--- src/rtl/fsu_pkg.sv ---
/*
 * Shared constants and types of the float subtract unit: register map,
 * status-word layout, flag positions, rounding modes and the pipe stage.
 * Assumes a 40 MHz core clock and a single AHB-Lite master.
 */
package fsu_pkg;

	////////////////////////////////////////////////////////////////////////
	// pipeline and issue
	localparam int         FSU_LATENCY = 3;
	localparam int         FSU_DEST_W  = 7;
	localparam logic [2:0] FSU_SLOT_A  = 3'h1;
	localparam logic [2:0] FSU_SLOT_B  = 3'h4;

	////////////////////////////////////////////////////////////////////////
	// register map (byte addresses)
	localparam int          FSU_ADDR_W     = 12;
	localparam logic [11:0] FSU_OFF_STATUS = 12'h000;
	localparam logic [11:0] FSU_OFF_COUNT  = 12'h004;

	////////////////////////////////////////////////////////////////////////
	// flag vector, same layout in status word and query result
	localparam int FSU_FLAG_W  = 7;
	localparam int FSU_BIT_DIVIDE_BY_ZERO = 0;
	localparam int FSU_BIT_INEXACT        = 1;
	localparam int FSU_BIT_UNDERFLOW      = 2;
	localparam int FSU_BIT_OVERFLOW       = 3;
	localparam int FSU_BIT_INVALID        = 4;
	localparam int FSU_BIT_INPUT_FLUSH    = 5;
	localparam int FSU_BIT_OUTPUT_FLUSH   = 6;
	localparam int FSU_RM_LSB             = 8;

	localparam logic [6:0]  FSU_FLAGS_RST = 7'h00;
	localparam logic [31:0] FSU_COUNT_RST = 32'h0000_0000;
	localparam logic [31:0] FSU_QNAN      = 32'hffff_ffff;

	////////////////////////////////////////////////////////////////////////
	// AHB-Lite encodings
	localparam logic [1:0] FSU_HTRANS_NONSEQ = 2'h2;
	localparam logic       FSU_HRESP_OKAY    = 1'b0;

	typedef enum logic [1:0] {
		FSU_RM_NEAREST = 2'h0,
		FSU_RM_ZERO    = 2'h1,
		FSU_RM_POS     = 2'h2,
		FSU_RM_NEG     = 2'h3
	} fsu_rmode_t;

	localparam fsu_rmode_t FSU_RM_RST = FSU_RM_NEAREST;

	typedef struct packed {
		logic                    valid;
		logic                    query;
		logic [FSU_DEST_W-1:0]   dest;
		logic [31:0]             data;
		logic [FSU_FLAG_W-1:0]   flags;
	} fsu_stage_t;

endpackage : fsu_pkg

--- src/rtl/fsu_sub_core.sv ---
/*
 * Combinational single-precision subtract with flush-to-zero and flag
 * generation. Assumes the caller registers inputs and outputs.
 */
module fsu_sub_core (
	input  wire logic [31:0]                   first_source,
	input  wire logic [31:0]                   second_source,
	input  wire fsu_pkg::fsu_rmode_t           round_mode,
	output logic [31:0]                        difference,
	output logic [fsu_pkg::FSU_FLAG_W-1:0]     flags
);
	import fsu_pkg::*;

	logic [7:0]  ea, eb, e_big, d;
	logic [23:0] ma, mb, m_big, m_small, mant;
	logic        sa, sb, s_big, eff_sub, a_big;
	logic        a_den, b_den, a_nan, b_nan, a_snan, b_snan, a_inf, b_inf;
	logic [27:0] x_big, x_small, x_sh, sum, norm;
	logic [9:0]  e_n;
	logic [24:0] m_r;
	logic        inc, inexact, sticky;
	logic [4:0]  lz;

	function automatic logic [4:0] fsu_lzc(input logic [26:0] v);
		logic [4:0] n;
		logic       hit;
		n = 5'h00;
		hit = 1'b0;
		for (int i = 26; i >= 0; i--) begin
			if (!hit) begin
				if (v[i])
					hit = 1'b1;
				else
					n = n + 5'h01;
			end
		end
		return n;
	endfunction : fsu_lzc

	assign ea     = first_source[30:23];
	assign eb     = second_source[30:23];
	assign sa     = first_source[31];
	assign sb     = ~second_source[31];   // subtract as add of negation
	assign a_den  = (ea == 8'h00) && (|first_source[22:0]);
	assign b_den  = (eb == 8'h00) && (|second_source[22:0]);
	assign a_nan  = (ea == 8'hff) && (|first_source[22:0]);
	assign b_nan  = (eb == 8'hff) && (|second_source[22:0]);
	assign a_snan = a_nan && !first_source[22];
	assign b_snan = b_nan && !second_source[22];
	assign a_inf  = (ea == 8'hff) && !(|first_source[22:0]);
	assign b_inf  = (eb == 8'hff) && !(|second_source[22:0]);
	// denormals become zero here
	assign ma     = (ea == 8'h00) ? 24'h0 : {1'b1, first_source[22:0]}; // RL3
	assign mb     = (eb == 8'h00) ? 24'h0 : {1'b1, second_source[22:0]}; // RL3
	assign a_big  = {ea, ma} >= {eb, mb};
	assign e_big  = a_big ? ea : eb;
	assign m_big  = a_big ? ma : mb;
	assign m_small = a_big ? mb : ma;
	assign s_big  = a_big ? sa : sb;
	assign d      = a_big ? (ea - eb) : (eb - ea);
	assign eff_sub = sa ^ sb;

	always_comb begin
		difference = 32'h0;
		flags = '0;
		flags[FSU_BIT_INPUT_FLUSH] = a_den | b_den; // RL3
		x_big = {1'b0, m_big, 3'h0};
		x_small = {1'b0, m_small, 3'h0};
		sticky = 1'b0;
		if (d > 8'h1b) begin
			x_sh = {27'h0, |m_small};
		end else begin
			x_sh = x_small >> d;
			sticky = |(x_small & ~({28{1'b1}} << d));
			x_sh[0] = x_sh[0] | sticky;
		end
		sum = eff_sub ? (x_big - x_sh) : (x_big + x_sh); // RL1
		e_n = {2'h0, e_big};
		lz = 5'h00;
		if (sum[27]) begin
			norm = {1'b0, sum[27:2], sum[1] | sum[0]};
			e_n = e_n + 10'h001;
		end else begin
			lz = fsu_lzc(sum[26:0]);
			norm = sum << lz;
			e_n = e_n - {5'h00, lz};
		end
		inexact = norm[2] | norm[1] | norm[0];
		unique case (round_mode) // RL2
			FSU_RM_NEAREST: inc = norm[2] & (norm[1] | norm[0] | norm[3]);
			FSU_RM_ZERO:    inc = 1'b0;
			FSU_RM_POS:     inc = !s_big & inexact;
			FSU_RM_NEG:     inc = s_big & inexact;
		endcase
		m_r = {1'b0, norm[26:3]} + {24'h0, inc};
		mant = m_r[24] ? m_r[24:1] : m_r[23:0];
		if (m_r[24])
			e_n = e_n + 10'h001;

		if (a_nan || b_nan) begin
			// quiet input passes silently, signalling input is invalid
			difference = FSU_QNAN; // RL16
			flags[FSU_BIT_INVALID] = a_snan | b_snan; // RL16
		end else if (a_inf && b_inf) begin
			if (eff_sub) begin
				difference = FSU_QNAN; // RL16
				flags[FSU_BIT_INVALID] = 1'b1; // RL5
			end else begin
				difference = {sa, 8'hff, 23'h0};
			end
		end else if (a_inf) begin
			difference = {sa, 8'hff, 23'h0};
		end else if (b_inf) begin
			difference = {sb, 8'hff, 23'h0};
		end else if (sum == 28'h0) begin
			// exact cancellation: sign follows the rounding direction
			difference = {eff_sub ? (round_mode == FSU_RM_NEG) : s_big, 31'h0};
		end else if (e_n[9] || e_n == 10'h000) begin
			difference = {s_big, 31'h0}; // RL4
			flags[FSU_BIT_OUTPUT_FLUSH] = 1'b1; // RL4
			flags[FSU_BIT_UNDERFLOW] = 1'b1; // RL5
			flags[FSU_BIT_INEXACT] = 1'b1; // RL5
		end else if (e_n >= 10'h0ff) begin
			flags[FSU_BIT_OVERFLOW] = 1'b1; // RL5
			flags[FSU_BIT_INEXACT] = 1'b1; // RL5
			if (round_mode == FSU_RM_ZERO
			    || (round_mode == FSU_RM_POS && s_big)
			    || (round_mode == FSU_RM_NEG && !s_big))
				difference = {s_big, 8'hfe, 23'h7fffff}; // RL2
			else
				difference = {s_big, 8'hff, 23'h0};
		end else begin
			difference = {s_big, e_n[7:0], mant[22:0]}; // RL1
			flags[FSU_BIT_INEXACT] = inexact; // RL5
		end
	end

endmodule : fsu_sub_core

--- src/rtl/fsu_float_subtract_unit.sv ---
/*
 * Float subtract unit: guarded subtract and flag-query operations with a
 * fixed three-cycle pipe, the sticky status word and an AHB-Lite slave
 * for software access. Assumes issue signals come from core logic on
 * SYS_CLK and that only one word-sized AHB master exists.
 */
// Local design decisions: the AHB-Lite slave port and the placing of the registers.

////////////////////////////////////////////////////////////////////////////////

// Notes on behaviour
// RL1: destination receives first source minus second source, single precision.
// RL2: rounding and flag evaluation follow the status-word rounding mode.
// RL3: denormal inputs become zero and set the input-flush flag.
// RL4: denormal results become zero and set the output-flush flag.
// RL5: every IEEE exception raised sets its matching status-word flag.
// RL6: status flags are sticky; only an explicit status write clears them.
// RL7: status flags update on the same edge the result is written.
// RL8: simultaneous flag updates are ORed together with the held value.
// RL9: subtract with guard low writes neither destination nor flags.
// RL10: flag query returns the flag vector and leaves status untouched.
// RL11: flag query treats denormal sources as zero and reports input-flush.
// RL12: flag query reports output-flush when the difference is denormal.
// RL13: flag query with guard low leaves the destination unchanged.
// RL14: bits 0..6 hold divzero,inexact,underflow,overflow,invalid,flushes; rest zero.
// RL15: issue from slots one or four only, result after three cycles.
// RL16: invalid cases give quiet NaN with invalid; quiet NaN input is silent.
module fsu_float_subtract_unit (
	input  wire logic                            SYS_CLK,
	input  wire logic                            RESET,
	// issue side
	input  wire logic                            ISSUE_VALID,
	input  wire logic                            ISSUE_QUERY,
	input  wire logic [2:0]                      ISSUE_SLOT,
	input  wire logic                            ISSUE_GUARD_LSB,
	input  wire logic [fsu_pkg::FSU_DEST_W-1:0]  ISSUE_DEST,
	input  wire logic [31:0]                     FIRST_SOURCE,
	input  wire logic [31:0]                     SECOND_SOURCE,
	output logic                                 ISSUE_REJECT,
	// writeback side
	output logic                                 WB_VALID,
	output logic [fsu_pkg::FSU_DEST_W-1:0]       WB_DEST,
	output logic [31:0]                          WB_DATA,
	// other float units updating the status word
	input  wire logic                            OTHER_FLAG_VALID,
	input  wire logic [fsu_pkg::FSU_FLAG_W-1:0]  OTHER_FLAGS,
	// status word as seen by the core
	output logic [fsu_pkg::FSU_FLAG_W-1:0]       STATUS_FLAGS,
	output fsu_pkg::fsu_rmode_t                  STATUS_ROUND_MODE,
	// AHB-Lite slave
	input  wire logic                            HSEL,
	input  wire logic [fsu_pkg::FSU_ADDR_W-1:0]  HADDR,
	input  wire logic [1:0]                      HTRANS,
	input  wire logic                            HWRITE,
	input  wire logic [2:0]                      HSIZE,
	input  wire logic [31:0]                     HWDATA,
	input  wire logic                            HREADY,
	output logic [31:0]                          HRDATA,
	output logic                                 HREADYOUT,
	output logic                                 HRESP
);
	import fsu_pkg::*;

	////////////////////////////////////////////////////////////////////////
	// state

	typedef struct packed {
		fsu_stage_t [FSU_LATENCY-1:0] pipe;
		logic [FSU_FLAG_W-1:0]        flags;
		fsu_rmode_t                   rmode;
		logic                         wr_pend;
		logic [FSU_ADDR_W-1:0]        wr_addr;
		logic [31:0]                  rdata;
		logic [31:0]                  done_count;
	} fsu_state_t;

	fsu_state_t            state_reg;
	fsu_state_t            state_next;

	logic [31:0]           core_diff;
	logic [FSU_FLAG_W-1:0] core_flags;
	logic                  slot_ok;
	logic                  issue_take;
	logic                  ahb_take;
	logic                  sub_retire;
	logic [FSU_FLAG_W-1:0] sub_update;
	logic [FSU_FLAG_W-1:0] other_update;
	logic [FSU_FLAG_W-1:0] base_flags;

	////////////////////////////////////////////////////////////////////////
	// arithmetic, rounding mode taken from the status word at issue

	fsu_sub_core fsu_sub_core_inst (
		.first_source  (FIRST_SOURCE),
		.second_source (SECOND_SOURCE),
		.round_mode    (state_reg.rmode), // RL2
		.difference    (core_diff),
		.flags         (core_flags)
	);

	////////////////////////////////////////////////////////////////////////
	// issue qualification

	// only the two float alu slots may feed this unit
	assign slot_ok = (ISSUE_SLOT == FSU_SLOT_A)
	                 || (ISSUE_SLOT == FSU_SLOT_B); // RL15
	// a false guard drops the operation outright, so nothing is written
	assign issue_take = ISSUE_VALID && slot_ok
	                    && ISSUE_GUARD_LSB; // RL9 RL13
	// rejected issue is reported back in the same cycle
	assign ISSUE_REJECT = ISSUE_VALID && !slot_ok; // RL15

	////////////////////////////////////////////////////////////////////////
	// status-word update terms

	// a subtract leaves the next-to-last stage on the edge that presents its
	// result, so flag and destination become visible together
	assign sub_retire = state_reg.pipe[FSU_LATENCY-2].valid
	                    && !state_reg.pipe[FSU_LATENCY-2].query; // RL7 RL10
	assign sub_update = sub_retire ?
	                    state_reg.pipe[FSU_LATENCY-2].flags : '0; // RL5
	assign other_update = OTHER_FLAG_VALID ? OTHER_FLAGS : '0; // RL8

	assign ahb_take = HSEL && HREADY && HTRANS[1];

	// the only path that can clear a flag is a software status write
	assign base_flags = (state_reg.wr_pend
	                     && state_reg.wr_addr == FSU_OFF_STATUS) ?
	                    HWDATA[FSU_FLAG_W-1:0] : state_reg.flags; // RL6

	////////////////////////////////////////////////////////////////////////
	// next state

	always_comb begin
		state_next = state_reg;

		// pipe entry: query results are the zero-extended flag vector
		state_next.pipe[0].valid = issue_take;
		state_next.pipe[0].query = ISSUE_QUERY;
		state_next.pipe[0].dest  = ISSUE_DEST;
		state_next.pipe[0].flags = core_flags;
		if (ISSUE_QUERY)
			state_next.pipe[0].data = {{(32-FSU_FLAG_W){1'b0}},
			                           core_flags}; // RL10 RL11 RL12 RL14
		else
			state_next.pipe[0].data = core_diff; // RL1
		for (int i = 1; i < FSU_LATENCY; i++)
			state_next.pipe[i] = state_reg.pipe[i-1]; // RL15

		// set wins over a same-cycle clear by software
		state_next.flags = base_flags | sub_update
		                   | other_update; // RL6 RL7 RL8

		if (state_reg.wr_pend && state_reg.wr_addr == FSU_OFF_STATUS)
			state_next.rmode = fsu_rmode_t'(HWDATA[FSU_RM_LSB+1:FSU_RM_LSB]);

		if (state_reg.pipe[FSU_LATENCY-2].valid)
			state_next.done_count = state_reg.done_count + 32'h1;

		// AHB address phase; the write lands in the following data phase
		state_next.wr_pend = ahb_take && HWRITE;
		state_next.wr_addr = HADDR;
		if (ahb_take && !HWRITE) begin
			// read mux uses next values so a just-written status word reads back
			unique case (HADDR)
				FSU_OFF_STATUS: begin
					state_next.rdata = 32'h0;
					state_next.rdata[FSU_FLAG_W-1:0] = state_next.flags;
					state_next.rdata[FSU_RM_LSB+1:FSU_RM_LSB] =
						state_next.rmode;
				end
				FSU_OFF_COUNT:
					state_next.rdata = state_next.done_count;
				default:
					state_next.rdata = 32'h0;
			endcase
		end
	end

	////////////////////////////////////////////////////////////////////////
	// registers

	always_ff @(posedge SYS_CLK) begin
		if (RESET) begin
			state_reg <= '0;
			state_reg.flags <= FSU_FLAGS_RST;
			state_reg.rmode <= FSU_RM_RST;
			state_reg.done_count <= FSU_COUNT_RST;
		end else begin
			state_reg <= state_next;
		end
	end

	////////////////////////////////////////////////////////////////////////
	// outputs

	assign WB_VALID          = state_reg.pipe[FSU_LATENCY-1].valid;
	assign WB_DEST           = state_reg.pipe[FSU_LATENCY-1].dest;
	assign WB_DATA           = state_reg.pipe[FSU_LATENCY-1].data;
	assign STATUS_FLAGS      = state_reg.flags;
	assign STATUS_ROUND_MODE = state_reg.rmode;

	// zero wait state slave, always OKAY; size is not checked
	assign HRDATA    = state_reg.rdata;
	assign HREADYOUT = 1'b1;
	assign HRESP     = FSU_HRESP_OKAY;

endmodule : fsu_float_subtract_unit

--- config.mk ---
export PLATFORM = sky130hd
export DESIGN_NAME = fsu_float_subtract_unit
export DESIGN_NICKNAME = d
export VERILOG_FILES = /design/src/rtl/fsu_pkg.sv /design/src/rtl/fsu_sub_core.sv /design/src/rtl/fsu_float_subtract_unit.sv
export SDC_FILE = /design/constraint.sdc
export NUM_CORES = 1
export LEC_CHECK = 0
export ABC_AREA = 1
export BUFFER_PORTS_ARGS = -buffer_cell sky130_fd_sc_hd__buf_2
export CORE_MARGIN = 3
export CORE_UTILIZATION = 67
export CTS_CLUSTER_DIAMETER = 200
export CTS_CLUSTER_SIZE = 8
export DETAILED_ROUTE_END_ITERATION = 7
export PLACE_DENSITY = 0.89
export SKIP_LAST_GASP = 1
export SYNTH_ARGS = -nofsm -noshare
export SYNTH_HDL_FRONTEND = slang
export SYNTH_HIERARCHICAL = 1
export SYNTH_SLANG_ARGS = --single-unit
--- constraint.sdc ---
create_clock -name SYS_CLK -period 50.6 [get_ports SYS_CLK]
set_input_delay 0 -clock SYS_CLK [delete_from_list [all_inputs] [get_ports SYS_CLK]]
set_output_delay 0 -clock SYS_CLK [all_outputs]
set_load 0.02 [all_outputs]
==> flow_summary.json <==
{
  "tns_ns": 0,
  "synth_ff_type": "dfxtp_1",
  "cts_hold_repair.buffers": 58,
  "p_clk_frac": 0.210,
  "tritoncts": "yes",
  "grt_pass1_vias": 24040,
  "worstSetupStartpointType": "input port",
  "placement_rows": 68,
  "share_seq_of_total_power": 0.221,
  "drt-wirelength-per-cell_um": 17.24,
  "synth_adder_area_share": 0.06905,
  "clkTransAtPathRegs_ns": 0.05,
  "antenna_violations_before_repair": 0,
  "synth_sequential_area_ratio": 0.1881,
  "finalWeightedCongestion": 1.070,
  "route.vias.total": 25500,
  "cts_inserted_buffers": 31,
  "worstMarginPinSlew_ns": 1.201,
  "cts_buffer_depth": 3,
  "rsz0062_at_grt": "false",
  "synth_nets": 4162,
  "post_cts.repair.setup_buffers": 0,
  "n_antenna_cell": 0,
  "postCtsResizedCells": 0,
  "power.ir.vdd_worst_mv": 0.03384,
  "cp_data_arrival_time_ns": 23.26,
  "critical_path.max_stage_delay_ns": 0.70,
  "numPortBuffers": 193,
  "max_cap_viol_count": 0,
  "h-tree-depth": 1,
  "via_per_inst": 5.763,
  "route.antenna.remaining_nets": 0,
  "max_slew_margin": 0.1911,
  "synth_seq_cells": 222,
  "die_width_um": 193.8,
  "syn_avg_cell_area_um2": 6.067,
  "hp-class": "input port to flip-flop",
  "die_h_um": 193.8,
  "dominant_combinational_cell_family_by_area_after_synthesis": "simple AND/OR/NAND/NOR gates",
  "area_growth_pct": 5.962,
  "fin_nets": 4237,
  "synthesized_area_fraction_occupied_by_ao_oa_aoi_and_oai_cells": 0.1128,
  "totalPowerFinal_mw": 0.8677,
  "p_sw_mw": 0.4195,
  "total_grt_overflow": 0,
  "detailedPlacementHpwl_mm": 54.25,
  "final.setup_skew_ns": 0.01989,
  "critical_path_required_ns": 50.97,
  "synthesized_area_um2": 23630,
  "firstDrtPassIters": 7,
  "initial_utilization": 0.6824,
  "p_per_area_nw_per_um2": 34.65,
  "run_status": "complete, no violations",
  "report.final.hold_viol_count": 0,
  "netlist_instances": 3895,
  "slew_violations": 0,
  "proportion_of_layout_cells_with_a_drive_suffix_above_1": 0.1370,
  "track_usage": 0.3845,
  "ioPinCount": 223,
  "warnings_synthesis": 6,
  "cp_common_cell": "nand2_1",
  "grt_max_degree": 94,
  "grt_pass1_wl_mm": 120.7,
  "cell_internal_pwr_mw": 0.4482,
  "post_synth_mux_area_share": 0.002965,
  "power.leakage_nw": 13.19,
  "synth-edff-count": 0,
  "timing.fmax_ghz": 0.04369,
  "async_reset_ff_frac": 0,
  "largest_register_ff_count": 96,
  "timing.final.crit_share": 0.4524,
  "synth_xor_area_frac": 0.02785,
  "worst-setup-path-type": "input port to flip-flop",
  "share_comb_of_total_power": 0.569,
  "final.min_clock_period_ns": 22.89,
  "drc_errors": 0,
  "netSwitchingFraction": 0.4835,
  "slowest_stage": "buf_4",
  "numClockSinks": 222,
  "synthSimpleGateAreaFrac": 0.4286,
  "die_area_um2": 37560,
  "skew_pair_late_insertion_delay_ns": 0.55,
  "core_region_area_um2": 34630,
  "totalWireLength_mm": 76.29,
  "synthDistinctLibCells": 79,
  "fillers": 2917,
  "timing.critical_path.to_type": "flip-flop",
  "path_max_fanout": 86,
  "violation_count_after_the_first_detailed_routing_iteration": 2664,
  "ctsRootBufferMaster": "clkbuf_16",
  "final-setup-viol-count": 0
}
==> worst max-delay path: cells and delay by family <==
family / cells / cell delay (ns)
compound gates: 22 / 3.83
xor+xnor: 4 / 0.77
simple gates: 83 / 10.39
mux: 1 / 0.20
buf+inv: 24 / 3.36
fa+ha+maj: 17 / 4.62
==> area by class of cell <==
class                   count  area (um2)  share of cell area
clock buffers              32       789.5             0.03153
well taps                 455       569.3             0.02274
repair buffers            259        1609             0.06426
flip-flops and latches    222        4444              0.1775
multi-input cells        2817       15170              0.6057
clock inverters             1       20.02           0.0007995
inverters                 639        2441             0.09749
==> cell families (layout without fill, tap and decap cells) <==
family / Yosys count / in the layout
xor+xnor: 73 / 73
buf+inv: 856 / 931
mux: 7 / 7
fa+ha+maj: 128 / 128
simple gates: 2147 / 2147
compound gates: 459 / 459
flops: 222 / 222
other cells: 3 / 3
==> power groups by stage <==
stage / Sequential, mW / Combinational [mW] / Clock, mW
floorplan: 0.193 / 0.374 / 0
global placement: 0.194 / 0.462 / 0
detailed placement: 0.194 / 0.466 / 0
CTS: 0.191 / 0.477 / 0.180
global route: 0.192 / 0.544 / 0.189
finish: 0.192 / 0.494 / 0.182
==> per-layer routing <==
metal,vias up,global-route usage,part of all wire
li1,12380,-,-
met3,338,0.06377,0.087
met2,1437,0.6682,0.47
met1,11340,0.4520,0.38
met5,-,0,0
met4,0,0.2114,0.061
==> synth_stat cells (all sizes together), types with 3 or more instances <==
master | instances | area, um2
nand3 | 410 | 2372
dfxtp | 222 | 4444
nand2 | 1064 | 4365
a221oi | 5 | 43.79
nor2 | 510 | 2340
or2 | 18 | 112.6
conb | 3 | 11.26
nand3b | 20 | 150.1
o21bai | 7 | 52.55
nor3b | 3 | 22.52
nor3 | 34 | 185.2
a21oi | 121 | 646.9
buf | 161 | 1302
o31ai | 4 | 30.03
clkinv | 7 | 28.78
xor2 | 64 | 579.3
a21boi | 7 | 56.31
mux2i | 7 | 70.07
o211ai | 10 | 75.07
o22ai | 17 | 131.4
nor4 | 13 | 81.33
nand4 | 70 | 468.0
and3 | 3 | 18.77
inv | 632 | 2412
ha | 124 | 1551
a31oi | 16 | 100.1
fa | 4 | 80.08
o311ai | 4 | 35.03
o221ai | 5 | 43.79
a21o | 5 | 38.79
o41ai | 3 | 26.28
o21a | 9 | 67.56
o21ai | 238 | 1251
clkbuf | 53 | 244.0
xnor2 | 9 | 78.83
==> stage by stage <==
stage	setup slack (ns)	hold slack (ns)	instance area [um2]	cells	util
finish	27.71	0.07668	25040	4425	0.7231
global route	25.84	0.1045	25040	4425	0.7231
CTS	28.12	0.03595	25040	4425	0.7231
detailed placement	27.72	0.2094	23650	4334	0.6829
global placement	27.94	0.1992	23650	4334	0.6829
floorplan	32.47	0.1070	23630	3895	-
==> cell usage in the layout, fill, tap and decap left out, drive strengths merged, types with 10 or more instances in the layout <==
cell type | netlist | final
a21oi | 121 | 121
a31oi | 16 | 16
buf | 161 | 201
clkbuf | 53 | 32
dfxtp | 222 | 222
dlygate4sd3 | 2 | 58
ha | 124 | 124
inv | 632 | 633
nand2 | 1064 | 1064
nand3 | 410 | 410
nand3b | 20 | 20
nand4 | 70 | 70
nor2 | 510 | 510
nor3 | 34 | 34
nor4 | 13 | 13
o211ai | 10 | 10
o21ai | 238 | 238
o22ai | 17 | 17
or2 | 18 | 18
xor2 | 64 | 64
==> path summary, 6_finish.rpt <==
path | from | endpoint | slack, ns | cells past startpoint
setup reg to reg | STATUS_ROUND_MODE[1]$_SDFF_PP0_ | state_next[160]$_SDFF_PP0_ | 45.84 | 18
hold reg to reg | state_next[224]$_SDFF_PP0_ | WB_DEST[3]$_SDFF_PP0_ | 0.39 | 2
setup / recovery | FIRST_SOURCE[23] | state_next[160]$_SDFF_PP0_ | 27.71 | 151
hold / removal | SECOND_SOURCE[31] | state_next[172]$_SDFF_PP0_ | 0.08 | 5
(Power assumes the default switching activity.)
